===== src/shared/sps_cfg.svh =====
// register map, field positions, reset values and counts of the serial port
`ifndef SPS_CFG_SVH
`define SPS_CFG_SVH

// register byte offsets
`define SPS_A_CON3 8'h00
`define SPS_A_CTRL 8'h04
`define SPS_A_OWN 8'h08
`define SPS_A_STAT 8'h0c
`define SPS_A_BUF 8'h10
`define SPS_A_IST 8'h14
`define SPS_A_IMSK 8'h18

// control register three fields
`define SPS_B_ACKPH 7
`define SPS_B_STOPIE 6
`define SPS_B_STARTIE 5
`define SPS_B_OVWEN 4
`define SPS_B_HOLDSEL 3
`define SPS_B_COLLEN 2
`define SPS_B_ADDRHOLD 1
`define SPS_B_DATAHOLD 0

// control and status fields
`define SPS_B_SPI 0
`define SPS_B_CLKREL 1
`define SPS_B_FULL 0
`define SPS_B_OV 1
`define SPS_B_RW 2
`define SPS_B_TX 3

// interrupt status and mask fields
`define SPS_I_START 0
`define SPS_I_STOP 1
`define SPS_I_BYTE 2
`define SPS_I_OV 3
`define SPS_I_COLL 4
`define SPS_IRQ_W 5

// reset values
`define SPS_CON3_RST 8'h00
`define SPS_OWN_RST 7'h10
`define SPS_IRQ_RST 5'h00

// bit counts
`define SPS_ACK_CNT 4'd8
`define SPS_END_CNT 4'd9
`define SPS_SPI_LAST 3'd7

// bus answers
`define SPS_RESP_OK 2'b00
`define SPS_RESP_ERR 2'b10

`endif


===== src/shared/sps_pkg.sv =====
// types shared by the serial port auxiliary control modules
package sps_pkg;

	// serial pins as seen from outside
	typedef struct packed {
		logic scl;
		logic sda;
		logic sck;
		logic ssN;
		logic mosi;
	} sps_pins_t;

	// bus events found on the synchronised pins
	typedef struct packed {
		logic sclRise;
		logic sclFall;
		logic start;
		logic stop;
		logic sckRise;
	} sps_cond_t;

	// slave protocol state
	typedef enum logic [1:0] {
		ST_IDLE,
		ST_ADDR,
		ST_RX,
		ST_TX
	} sps_state_t;

endpackage : sps_pkg


===== src/design/sps_sync2.sv =====
// two flip-flop synchroniser for the serial pins
`timescale 1ns/1ps
module sps_sync2 import sps_pkg::*; (
	input wire logic ref_clk, // system clock
	input wire logic reset, // async reset, high
	input wire sps_pins_t pinsIn, // raw pins
	output sps_pins_t pinsOut // synchronised pins
);

	sps_pins_t meta_r;

	// first stage feeds only the second
	always_ff @(posedge ref_clk or posedge reset) begin
		if (reset) begin
			meta_r <= '1;
			pinsOut <= '1;
		end else begin
			meta_r <= pinsIn;
			pinsOut <= meta_r;
		end
	end

endmodule : sps_sync2


===== src/design/sps_bus_cond.sv =====
// edge, start and stop detection on synchronised serial pins
`timescale 1ns/1ps
module sps_bus_cond import sps_pkg::*; (
	input wire logic ref_clk, // system clock
	input wire logic reset, // async reset, high
	input wire sps_pins_t pins, // synchronised pins
	output sps_cond_t cond // one-cycle event pulses
);

	logic sclPrev_r, sdaPrev_r, sckPrev_r;

	// remember last sample of the scl, sda and sck lines
	always_ff @(posedge ref_clk or posedge reset) begin
		if (reset) begin
			sclPrev_r <= 1'b1;
			sdaPrev_r <= 1'b1;
			sckPrev_r <= 1'b1;
		end else begin
			sclPrev_r <= pins.scl;
			sdaPrev_r <= pins.sda;
			sckPrev_r <= pins.sck;
		end
	end

	// data moving while clock stays high marks start or stop
	always_comb begin
		cond.sclRise = pins.scl && !sclPrev_r;
		cond.sclFall = !pins.scl && sclPrev_r;
		cond.start = pins.scl && sclPrev_r && sdaPrev_r && !pins.sda;
		cond.stop = pins.scl && sclPrev_r && !sdaPrev_r && pins.sda;
		cond.sckRise = pins.sck && !sckPrev_r;
	end

endmodule : sps_bus_cond


===== src/design/sps_aux_ctrl.sv =====
// auxiliary control, status and bus watch logic of the serial port
//
// Added by the designer: the address map and the AXI4-Lite interface to the registers.
`timescale 1ns/1ps
`include "sps_cfg.svh"
// Notes on behaviour
// - ack flag set 8th fall, cleared 9th rise
// - ack flag only live with address/data hold
// - start interrupt only when start enable set
// - overwrite on: load and acknowledge despite full buffer
// - spi overflow still flagged under overwrite
// - data low while releasing high: collision, idle
// - address hold clears release bit, holds clock
// - spi overwrite loads buffer though unread
module sps_aux_ctrl import sps_pkg::*; (
	input wire logic ref_clk, // system clock, 100 MHz
	input wire logic reset, // async reset, high
	input wire logic awvalid, // write address valid
	output logic awready, // write address ready
	input wire logic [7:0] awaddr, // write byte address
	input wire logic wvalid, // write data valid
	output logic wready, // write data ready
	input wire logic [31:0] wdata, // write data
	input wire logic [3:0] wstrb, // write byte lanes
	output logic bvalid, // write response valid
	input wire logic bready, // write response ready
	output logic [1:0] bresp, // write response code
	input wire logic arvalid, // read address valid
	output logic arready, // read address ready
	input wire logic [7:0] araddr, // read byte address
	output logic rvalid, // read data valid
	input wire logic rready, // read data ready
	output logic [31:0] rdata, // read data
	output logic [1:0] rresp, // read response code
	input wire sps_pins_t pinsIn, // serial pins in
	output logic sclOutEnN, // low drives clock low
	output logic sdaOutEnN, // low drives data low
	output logic sdaHoldLong, // long data hold select
	output logic irq // level interrupt
);

	// address decode shared by read and write paths
	function automatic logic regHit(input logic [7:0] a,
		input logic [7:0] off);
		regHit = (a[7:2] == off[7:2]);
	endfunction : regHit

	sps_pins_t pins;
	sps_cond_t cond;
	sps_state_t state_r;
	logic [7:0] con3_r, ownShift_r, shiftBuf_r, txData_r, txShift_r;
	logic [7:0] spiShift_r, spiNext, rdVal;
	logic [6:0] ownAddr_r;
	logic [3:0] riseCnt_r, wStrb_r;
	logic [2:0] spiCnt_r;
	logic [4:0] irqSt_r, irqMask_r, irqEv, irqClr;
	logic [31:0] wData_r;
	logic [7:0] awAddr_r;
	logic spiMode_r, clkRel_r, bufFull_r, ov_r, rw_r, ack_phase_flag_r, sdaLow_r;
	logic awHeld_r, wHeld_r, bvalid_r, rvalid_r;
	logic i2cOn, ovwEn, addrHoldEn, dataHoldEn, collDetEn, holdOn, ackFlag;
	logic byteEnd, addrHit, take, i2cLoad, i2cOvr, spiDone, spiLoad;
	logic spiOvr, collEv, txShiftEv, wrDo, wrOk, arHs, bufRead, rdErr;

	sps_sync2 u_sync (
		.ref_clk(ref_clk),
		.reset(reset),
		.pinsIn(pinsIn),
		.pinsOut(pins)
	);

	sps_bus_cond u_cond (
		.ref_clk(ref_clk),
		.reset(reset),
		.pins(pins),
		.cond(cond)
	);

	// configuration views
	assign i2cOn = !spiMode_r;
	assign ovwEn = con3_r[`SPS_B_OVWEN];
	assign addrHoldEn = con3_r[`SPS_B_ADDRHOLD];
	assign dataHoldEn = con3_r[`SPS_B_DATAHOLD];
	assign collDetEn = con3_r[`SPS_B_COLLEN];
	assign holdOn = addrHoldEn || dataHoldEn;
	assign ackFlag = ack_phase_flag_r && holdOn;
	assign sdaHoldLong = con3_r[`SPS_B_HOLDSEL];

	// end of a received i2c byte and what to do with it
	assign byteEnd = i2cOn && cond.sclFall && riseCnt_r == `SPS_ACK_CNT
		&& (state_r == ST_ADDR || state_r == ST_RX);
	assign addrHit = ownShift_r[7:1] == ownAddr_r;
	assign take = byteEnd && (state_r == ST_RX || addrHit);
	assign i2cLoad = take && (ovwEn || !bufFull_r);
	assign i2cOvr = take && !ovwEn && bufFull_r;

	// spi byte completion
	assign spiNext = {spiShift_r[6:0], pins.mosi};
	assign spiDone = spiMode_r && cond.sckRise && !pins.ssN
		&& spiCnt_r == `SPS_SPI_LAST;
	assign spiLoad = spiDone && (ovwEn || !bufFull_r);
	assign spiOvr = spiDone && bufFull_r;

	// released-high bit seen low while transmitting
	assign collEv = i2cOn && state_r == ST_TX && collDetEn && cond.sclRise
		&& riseCnt_r < `SPS_ACK_CNT && txShift_r[7] && !pins.sda;
	assign txShiftEv = state_r == ST_TX && cond.sclFall
		&& riseCnt_r != 4'd0 && riseCnt_r < `SPS_ACK_CNT;

	// i2c slave state and rising edge count
	always_ff @(posedge ref_clk or posedge reset) begin
		if (reset) begin
			state_r <= ST_IDLE;
			riseCnt_r <= 4'd0;
		end else if (!i2cOn || cond.stop || collEv) begin
			state_r <= ST_IDLE;
			riseCnt_r <= 4'd0;
		end else if (cond.start) begin
			state_r <= ST_ADDR;
			riseCnt_r <= 4'd0;
		end else begin
			if (cond.sclRise && riseCnt_r != `SPS_END_CNT)
				riseCnt_r <= riseCnt_r + 4'd1;
			else if (cond.sclFall && riseCnt_r == `SPS_END_CNT)
				riseCnt_r <= 4'd0;
			case (state_r)
				ST_ADDR: begin
					if (byteEnd)
						state_r <= !addrHit ? ST_IDLE
							: (ownShift_r[0] ? ST_TX : ST_RX);
				end
				ST_TX: begin
					if (cond.sclRise && riseCnt_r == `SPS_ACK_CNT
						&& pins.sda)
						state_r <= ST_IDLE; // master did not acknowledge
				end
				default: state_r <= state_r;
			endcase
		end
	end

	// incoming i2c bits on clock rise
	always_ff @(posedge ref_clk or posedge reset) begin
		if (reset)
			ownShift_r <= 8'h00;
		else if (cond.sclRise && riseCnt_r < `SPS_ACK_CNT)
			ownShift_r <= {ownShift_r[6:0], pins.sda};
	end

	// direction bit of the matched address
	always_ff @(posedge ref_clk or posedge reset) begin
		if (reset)
			rw_r <= 1'b0;
		else if (byteEnd && state_r == ST_ADDR && addrHit)
			rw_r <= ownShift_r[0];
	end

	// outgoing i2c bits, loaded after each acknowledge
	always_ff @(posedge ref_clk or posedge reset) begin
		if (reset)
			txShift_r <= 8'hff;
		else if (cond.sclFall && riseCnt_r == `SPS_END_CNT)
			txShift_r <= txData_r;
		else if (txShiftEv)
			txShift_r <= {txShift_r[6:0], 1'b1};
	end

	// data line pull-down: acknowledge or transmitted zero
	always_ff @(posedge ref_clk or posedge reset) begin
		if (reset)
			sdaLow_r <= 1'b0;
		else if (!i2cOn || cond.start || cond.stop || collEv)
			sdaLow_r <= 1'b0;
		else if (byteEnd)
			sdaLow_r <= i2cLoad;
		else if (cond.sclFall && riseCnt_r == `SPS_END_CNT)
			sdaLow_r <= state_r == ST_TX && !txData_r[7];
		else if (txShiftEv)
			sdaLow_r <= !txShift_r[6];
		else if (state_r == ST_TX && cond.sclFall
			&& riseCnt_r == `SPS_ACK_CNT)
			sdaLow_r <= 1'b0;
	end
	assign sdaOutEnN = !sdaLow_r;

	// acknowledge phase flag
	always_ff @(posedge ref_clk or posedge reset) begin
		if (reset)
			ack_phase_flag_r <= 1'b0;
		else if (!i2cOn || cond.start || cond.stop || collEv)
			ack_phase_flag_r <= 1'b0;
		else if (cond.sclFall && riseCnt_r == `SPS_ACK_CNT
			&& state_r != ST_IDLE && holdOn)
			ack_phase_flag_r <= 1'b1;
		else if (cond.sclRise && riseCnt_r == `SPS_ACK_CNT)
			ack_phase_flag_r <= 1'b0;
	end

	// clock release bit; hardware clear wins over software
	always_ff @(posedge ref_clk or posedge reset) begin
		if (reset)
			clkRel_r <= 1'b1;
		else if (take && ((state_r == ST_ADDR && addrHoldEn)
			|| (state_r == ST_RX && dataHoldEn)))
			clkRel_r <= 1'b0;
		else if (wrOk && regHit(awAddr_r, `SPS_A_CTRL))
			clkRel_r <= wData_r[`SPS_B_CLKREL];
	end
	assign sclOutEnN = !(i2cOn && !clkRel_r);

	// spi slave shifter, bit count reset by deselect
	always_ff @(posedge ref_clk or posedge reset) begin
		if (reset) begin
			spiCnt_r <= 3'd0;
			spiShift_r <= 8'h00;
		end else if (!spiMode_r || pins.ssN) begin
			spiCnt_r <= 3'd0;
		end else if (cond.sckRise) begin
			spiCnt_r <= spiCnt_r + 3'd1;
			spiShift_r <= spiNext;
		end
	end

	// receive buffer contents
	always_ff @(posedge ref_clk or posedge reset) begin
		if (reset)
			shiftBuf_r <= 8'h00;
		else if (i2cLoad)
			shiftBuf_r <= ownShift_r;
		else if (spiLoad)
			shiftBuf_r <= spiNext;
	end

	// buffer full: a load wins over a read
	always_ff @(posedge ref_clk or posedge reset) begin
		if (reset)
			bufFull_r <= 1'b0;
		else if (i2cLoad || spiLoad)
			bufFull_r <= 1'b1;
		else if (bufRead)
			bufFull_r <= 1'b0;
	end

	// overflow: set wins over write-one clear
	always_ff @(posedge ref_clk or posedge reset) begin
		if (reset)
			ov_r <= 1'b0;
		else if (i2cOvr || spiOvr)
			ov_r <= 1'b1;
		else if (wrOk && regHit(awAddr_r, `SPS_A_STAT)
			&& wData_r[`SPS_B_OV])
			ov_r <= 1'b0;
	end

	// sticky interrupt sources
	always_comb begin
		irqEv = `SPS_IRQ_RST;
		irqEv[`SPS_I_START] = i2cOn && cond.start
			&& con3_r[`SPS_B_STARTIE];
		irqEv[`SPS_I_STOP] = i2cOn && cond.stop
			&& con3_r[`SPS_B_STOPIE];
		irqEv[`SPS_I_BYTE] = i2cLoad || spiLoad;
		irqEv[`SPS_I_OV] = i2cOvr || spiOvr;
		irqEv[`SPS_I_COLL] = collEv;
		irqClr = (wrOk && regHit(awAddr_r, `SPS_A_IST))
			? wData_r[`SPS_IRQ_W-1:0] : `SPS_IRQ_RST;
	end

	// interrupt status: new events win over clearing
	always_ff @(posedge ref_clk or posedge reset) begin
		if (reset)
			irqSt_r <= `SPS_IRQ_RST;
		else
			irqSt_r <= (irqSt_r & ~irqClr) | irqEv;
	end
	assign irq = |(irqSt_r & irqMask_r);

	// axi write channel capture
	assign awready = !awHeld_r && !bvalid_r;
	assign wready = !wHeld_r && !bvalid_r;
	assign wrDo = awHeld_r && wHeld_r && !bvalid_r;
	assign wrOk = wrDo && wStrb_r[0];
	assign bvalid = bvalid_r;
	always_ff @(posedge ref_clk or posedge reset) begin
		if (reset) begin
			awHeld_r <= 1'b0;
			wHeld_r <= 1'b0;
			awAddr_r <= 8'h00;
			wData_r <= 32'h0000_0000;
			wStrb_r <= 4'h0;
			bvalid_r <= 1'b0;
			bresp <= `SPS_RESP_OK;
		end else begin
			if (awvalid && awready) begin
				awHeld_r <= 1'b1;
				awAddr_r <= awaddr;
			end
			if (wvalid && wready) begin
				wHeld_r <= 1'b1;
				wData_r <= wdata;
				wStrb_r <= wstrb;
			end
			if (wrDo) begin
				awHeld_r <= 1'b0;
				wHeld_r <= 1'b0;
				bvalid_r <= 1'b1;
				bresp <= (awAddr_r > `SPS_A_IMSK + 8'h03)
					? `SPS_RESP_ERR : `SPS_RESP_OK;
			end else if (bvalid_r && bready) begin
				bvalid_r <= 1'b0;
			end
		end
	end

	// software-written registers
	always_ff @(posedge ref_clk or posedge reset) begin
		if (reset) begin
			con3_r <= `SPS_CON3_RST;
			spiMode_r <= 1'b0;
			ownAddr_r <= `SPS_OWN_RST;
			txData_r <= 8'hff;
			irqMask_r <= `SPS_IRQ_RST;
		end else if (wrOk) begin
			if (regHit(awAddr_r, `SPS_A_CON3))
				con3_r <= {1'b0, wData_r[6:0]};
			if (regHit(awAddr_r, `SPS_A_CTRL))
				spiMode_r <= wData_r[`SPS_B_SPI];
			if (regHit(awAddr_r, `SPS_A_OWN))
				ownAddr_r <= wData_r[6:0];
			if (regHit(awAddr_r, `SPS_A_BUF))
				txData_r <= wData_r[7:0];
			if (regHit(awAddr_r, `SPS_A_IMSK))
				irqMask_r <= wData_r[`SPS_IRQ_W-1:0];
		end
	end

	// read decode
	always_comb begin
		rdVal = 8'h00;
		rdErr = 1'b0;
		if (regHit(araddr, `SPS_A_CON3))
			rdVal = {ackFlag, con3_r[6:0]};
		else if (regHit(araddr, `SPS_A_CTRL))
			rdVal = {6'h00, clkRel_r, spiMode_r};
		else if (regHit(araddr, `SPS_A_OWN))
			rdVal = {1'b0, ownAddr_r};
		else if (regHit(araddr, `SPS_A_STAT))
			rdVal = {4'h0, state_r == ST_TX, rw_r, ov_r, bufFull_r};
		else if (regHit(araddr, `SPS_A_BUF))
			rdVal = shiftBuf_r;
		else if (regHit(araddr, `SPS_A_IST))
			rdVal = {3'h0, irqSt_r};
		else if (regHit(araddr, `SPS_A_IMSK))
			rdVal = {3'h0, irqMask_r};
		else
			rdErr = 1'b1;
	end

	// axi read channel, one cycle answer
	assign arready = !rvalid_r;
	assign arHs = arvalid && arready;
	assign bufRead = arHs && regHit(araddr, `SPS_A_BUF);
	assign rvalid = rvalid_r;
	always_ff @(posedge ref_clk or posedge reset) begin
		if (reset) begin
			rvalid_r <= 1'b0;
			rdata <= 32'h0000_0000;
			rresp <= `SPS_RESP_OK;
		end else if (arHs) begin
			rvalid_r <= 1'b1;
			rdata <= {24'h00_0000, rdVal};
			rresp <= rdErr ? `SPS_RESP_ERR : `SPS_RESP_OK;
		end else if (rvalid_r && rready) begin
			rvalid_r <= 1'b0;
		end
	end
endmodule : sps_aux_ctrl


===== config.mk =====
export PLATFORM = sky130hd
export DESIGN_NAME = sps_aux_ctrl
export DESIGN_NICKNAME = d
export VERILOG_FILES = /design/src/shared/sps_pkg.sv /design/src/design/sps_sync2.sv /design/src/design/sps_bus_cond.sv /design/src/design/sps_aux_ctrl.sv
export VERILOG_INCLUDE_DIRS = /design/src /design/src/shared
export SDC_FILE = /design/constraint.sdc
export NUM_CORES = 1
export LEC_CHECK = 0
export ABC_AREA = 1
export BUFFER_PORTS_ARGS = -buffer_cell sky130_fd_sc_hd__buf_2
export CELL_PAD_IN_SITES_DETAIL_PLACEMENT = 1
export CELL_PAD_IN_SITES_GLOBAL_PLACEMENT = 1
export CORE_MARGIN = 4
export CORE_UTILIZATION = 38
export CTS_CLUSTER_SIZE = 10
export DETAILED_ROUTE_END_ITERATION = 8
export GPL_TIMING_DRIVEN = 0
export PLACE_DENSITY_LB_ADDON = 0.1
export RECOVER_POWER = 100
export SETUP_SLACK_MARGIN = 0.2
export SLEW_MARGIN = 40
export SYNTH_ARGS = -nofsm -noshare
export SYNTH_HDL_FRONTEND = slang
export SYNTH_SLANG_ARGS = --single-unit

===== constraint.sdc =====
create_clock -name ref_clk -period 3.4 [get_ports ref_clk]
set_clock_uncertainty 0.2 [all_clocks]
set_input_delay 0 -clock ref_clk [delete_from_list [all_inputs] [get_ports ref_clk]]
set_output_delay 0 -clock ref_clk [all_outputs]
set_load 0.02 [all_outputs]

==> metrics.yaml <==
yosys:
  yosys_warnings: 0
  yosys.area.top_type_share_pct: 38.1
  synthMuxAreaShare_pct: 1.33
  synth_compound_area_share_pct: 12.0
  synth_adder_area_share_pct: 1.90
  synth.area.top_cells: "dfrtp_1 38%, dfstp_2 14%, nand2_1 9.5%, o21ai_0 7.4%, inv_1 5.1%"
  synthesis.area_um2: 5920
  synthSimpleGateAreaFrac_pct: 22.2
  synthArstFlopShare_pct: 100
  synth_top_area_cell: "dfrtp_1"
  synth_edf_count: 0
  synth_seq_cells: 121
  synth_flop_cell: "dfrtp_1"
  ys_types: 39
  synthCells: 685
  synth_top_family_by_area: "simple AND/OR/NAND/NOR gates"
  yosysSeqAreaShare_pct: 51.8
  synth_xor_xnor_area_share_pct: 0.296
  syn_area_per_cell_um2: 8.64
grt:
  grt_pass1_wl_um: 28400
  first_global_vias: 5434
  grt_max_degree: 25
  grt-ovfl-total: 0
  grt_use_total_pct: 20.2
  grt_antenna_before_repair: 0
sta:
  drv_slew: 0
  slew_headroom_pct: 15.3
  finalSetupViolations: 0
  grt_setup_unrepaired: "false"
  max_freq_mhz: 370
  min_period_over_period_pct: 79.6
  final.setup.tns_ns: 0
  hold_slack_ns: -0.0466
  tightest_slew_ns: 1.26
  min_period_ns: 2.71
  hold_viol: 1
run:
  max_cap_violations: 0
outcome:
  status: "complete, but fails checks"
  violations: "hold timing"
clocking:
  htree_levels: 4
  clk_path_buf_depth: 2
  ctsResizeCount: 0
  post_cts.repair.setup_buffers: 0
  path_clk_slew_ns: 0.05
  hold_buffers: 47
  numCtsBuffers: 17
  cts-root-buf: "clkbuf_16"
  clock-sinks: 121
  cts_tree: "done"
  clkLatencyLatePin_ns: 0.41
worst_setup_path:
  crit_buf_inv: 2
  start_kind: "flop"
  critPathTopFamily: "simple AND/OR/NAND/NOR gates"
  worstSetupPathType: "flop to flop"
  crit_path_max_fanout: 10
  cp_slowest_cell: "dfrtp_1"
  cp.required_ns: 3.51
  critical_path_arrival_ns: 2.81
  cpMostUsedCell: "nand3_1"
  path_cells: "inv_1, ha_1, nand3_2, nor2_2, nand2_2, nor2_1, nand3_1, clkbuf_1, nand3_1, nand2_1"
  cp_slowest_stage_delay_ns: 0.41
  end_kind: "flop"
die:
  dieWidth_um: 133
  fp.dieArea_um2: 17600
  start_util_pct: 38.9
  num_rows: 45
  chipHeight_um: 133
  fp.coreArea_um2: 15200
  num_io_pins: 109
place:
  place.gp.congestion: 0.832
  dp_cells: 952
  place_hpwl_um: 12400
  port_buffers: 49
layout:
  fillCellCount: 1840
  stdcell_count: 1031
  final_cell_mix: "152 x nand2_1, 90 x dfrtp_1, 88 x o21ai_0"
  num_antenna_cells: 0
  mostFrequentLayoutCell: "nand2_1"
  syn2layout_area_growth_pct: 26.3
  final_util_pct: 49.2
  drive_gt1_share_pct: 16.5
  finalNetCount: 903
detailed_routing:
  via_per_inst: 4.90
  maxUsedRoutingLayer: "met4"
  route.met3.wl_um: 502
  drtAntennaViolNets: 0
  wl_per_cell_um: 16.4
  vias: 5049
  first_pass_iters: 4
  wl_met2_um: 8540
  drt_iter0_drc: 256
  wl_met1_um: 7630
  drc: 0
  wirelength_um: 16900
pwr:
  ir_drop_mv: 0.432
  p_per_area_nw_per_um2: 672
  p_total_w: 0.00503
  power_leakage_nw: 3.58
hold_path:
  min_path_type: "input pin to flop"
==> registers in the layout (all words and copies together), names as in the netlist, 6 cells and up <==
name        flops
txData_r        8
awAddr_r        6
shiftBuf_r      8
spiShift_r      7
wData_r         8
txShift_r       8
con3_r          7
ownShift_r      8
rdata           8
ownAddr_r       7
==> worst paths after layout <==
path	from	end	slack, ns	depth (start not counted)
min in group asynchronous	reset	bvalid	0.72	4
worst max-delay path	riseCnt_r[0]	shiftBuf_r[5]	0.69	10
worst max register to register	riseCnt_r[0]	shiftBuf_r[5]	0.69	10
max in group asynchronous	reset	u_cond.sckPrev_r	1.40	6
worst min register to register	u_sync.meta_r[0]	u_sync.pinsOut[0]	0.15	0
worst min-delay path	araddr[6]	rresp[1]	-0.05	5
==> power by group <==
| group | leakage [nW] | internal [W] | switching (W) |
|---|---|---|---|
| Sequential | 1.50 | 0.00180 | 0.000261 |
| Clock | 0.264 | 0.00106 | 0.000616 |
| Combinational | 1.82 | 0.000484 | 0.000807 |
| Total | 3.58 | 0.00334 | 0.00168 |
==> metal layers <==
metal  vias up  GRT usage (%)
li1       2464              -
met1      2502           25.4
met2        64           35.4
met3        19           4.68
met4         0           4.79
met5         -              0
==> worst min-delay path, cell delays in order <==
cell     delay, ns
buf_2         0.08
nor2_2        0.04
nand2_1       0.09
nor2_2        0.07
o41ai_1       0.24
==> cell type report <==
cell class	count	area (um2)	share of cell area (%)
flip-flops and latches	121	3070	41.0
multi-input cells	463	2230	29.9
repair buffers	101	815	10.9
clock buffers	29	500	6.70
inverters	84	317	4.24
plain buffers	42	267	3.57
well taps	188	235	3.15
clock inverters	3	40.0	0.536
==> synthesized netlist by cell type, types with 7 or more instances <==
| master | number |
|---|---|
| nand2_1 | 150 |
| dfrtp_1 | 90 |
| o21ai_0 | 88 |
| inv_1 | 80 |
| nor2_1 | 47 |
| a21oi_1 | 38 |
| nand3_1 | 37 |
| dfstp_2 | 31 |
| buf_4 | 29 |
| nand4_1 | 16 |
| ha_1 | 9 |
| mux2_2 | 7 |
| nor2_4 | 7 |
| nor3_1 | 7 |
==> cells by family (layout without fill, tap and decap cells) <==
| group | Yosys count | after routing |
|---|---|---|
| fa+ha+maj | 9 | 9 |
| mux | 7 | 7 |
| buf+inv | 126 | 259 |
| flops | 121 | 121 |
| xor+xnor | 2 | 2 |
| simple gates | 282 | 282 |
| compound gates | 137 | 137 |
| other cells | 1 | 26 |
==> through the flow <==
step	setup WS, ns	area (um2)
after floorplan	1.60	6020
after global placement	0.894	6500
after detailed placement	1.32	6620
after CTS	0.977	7630
after global routing	0.428	7470
final	0.695	7470
No activity file was read; power rests on OpenSTA's default activity.
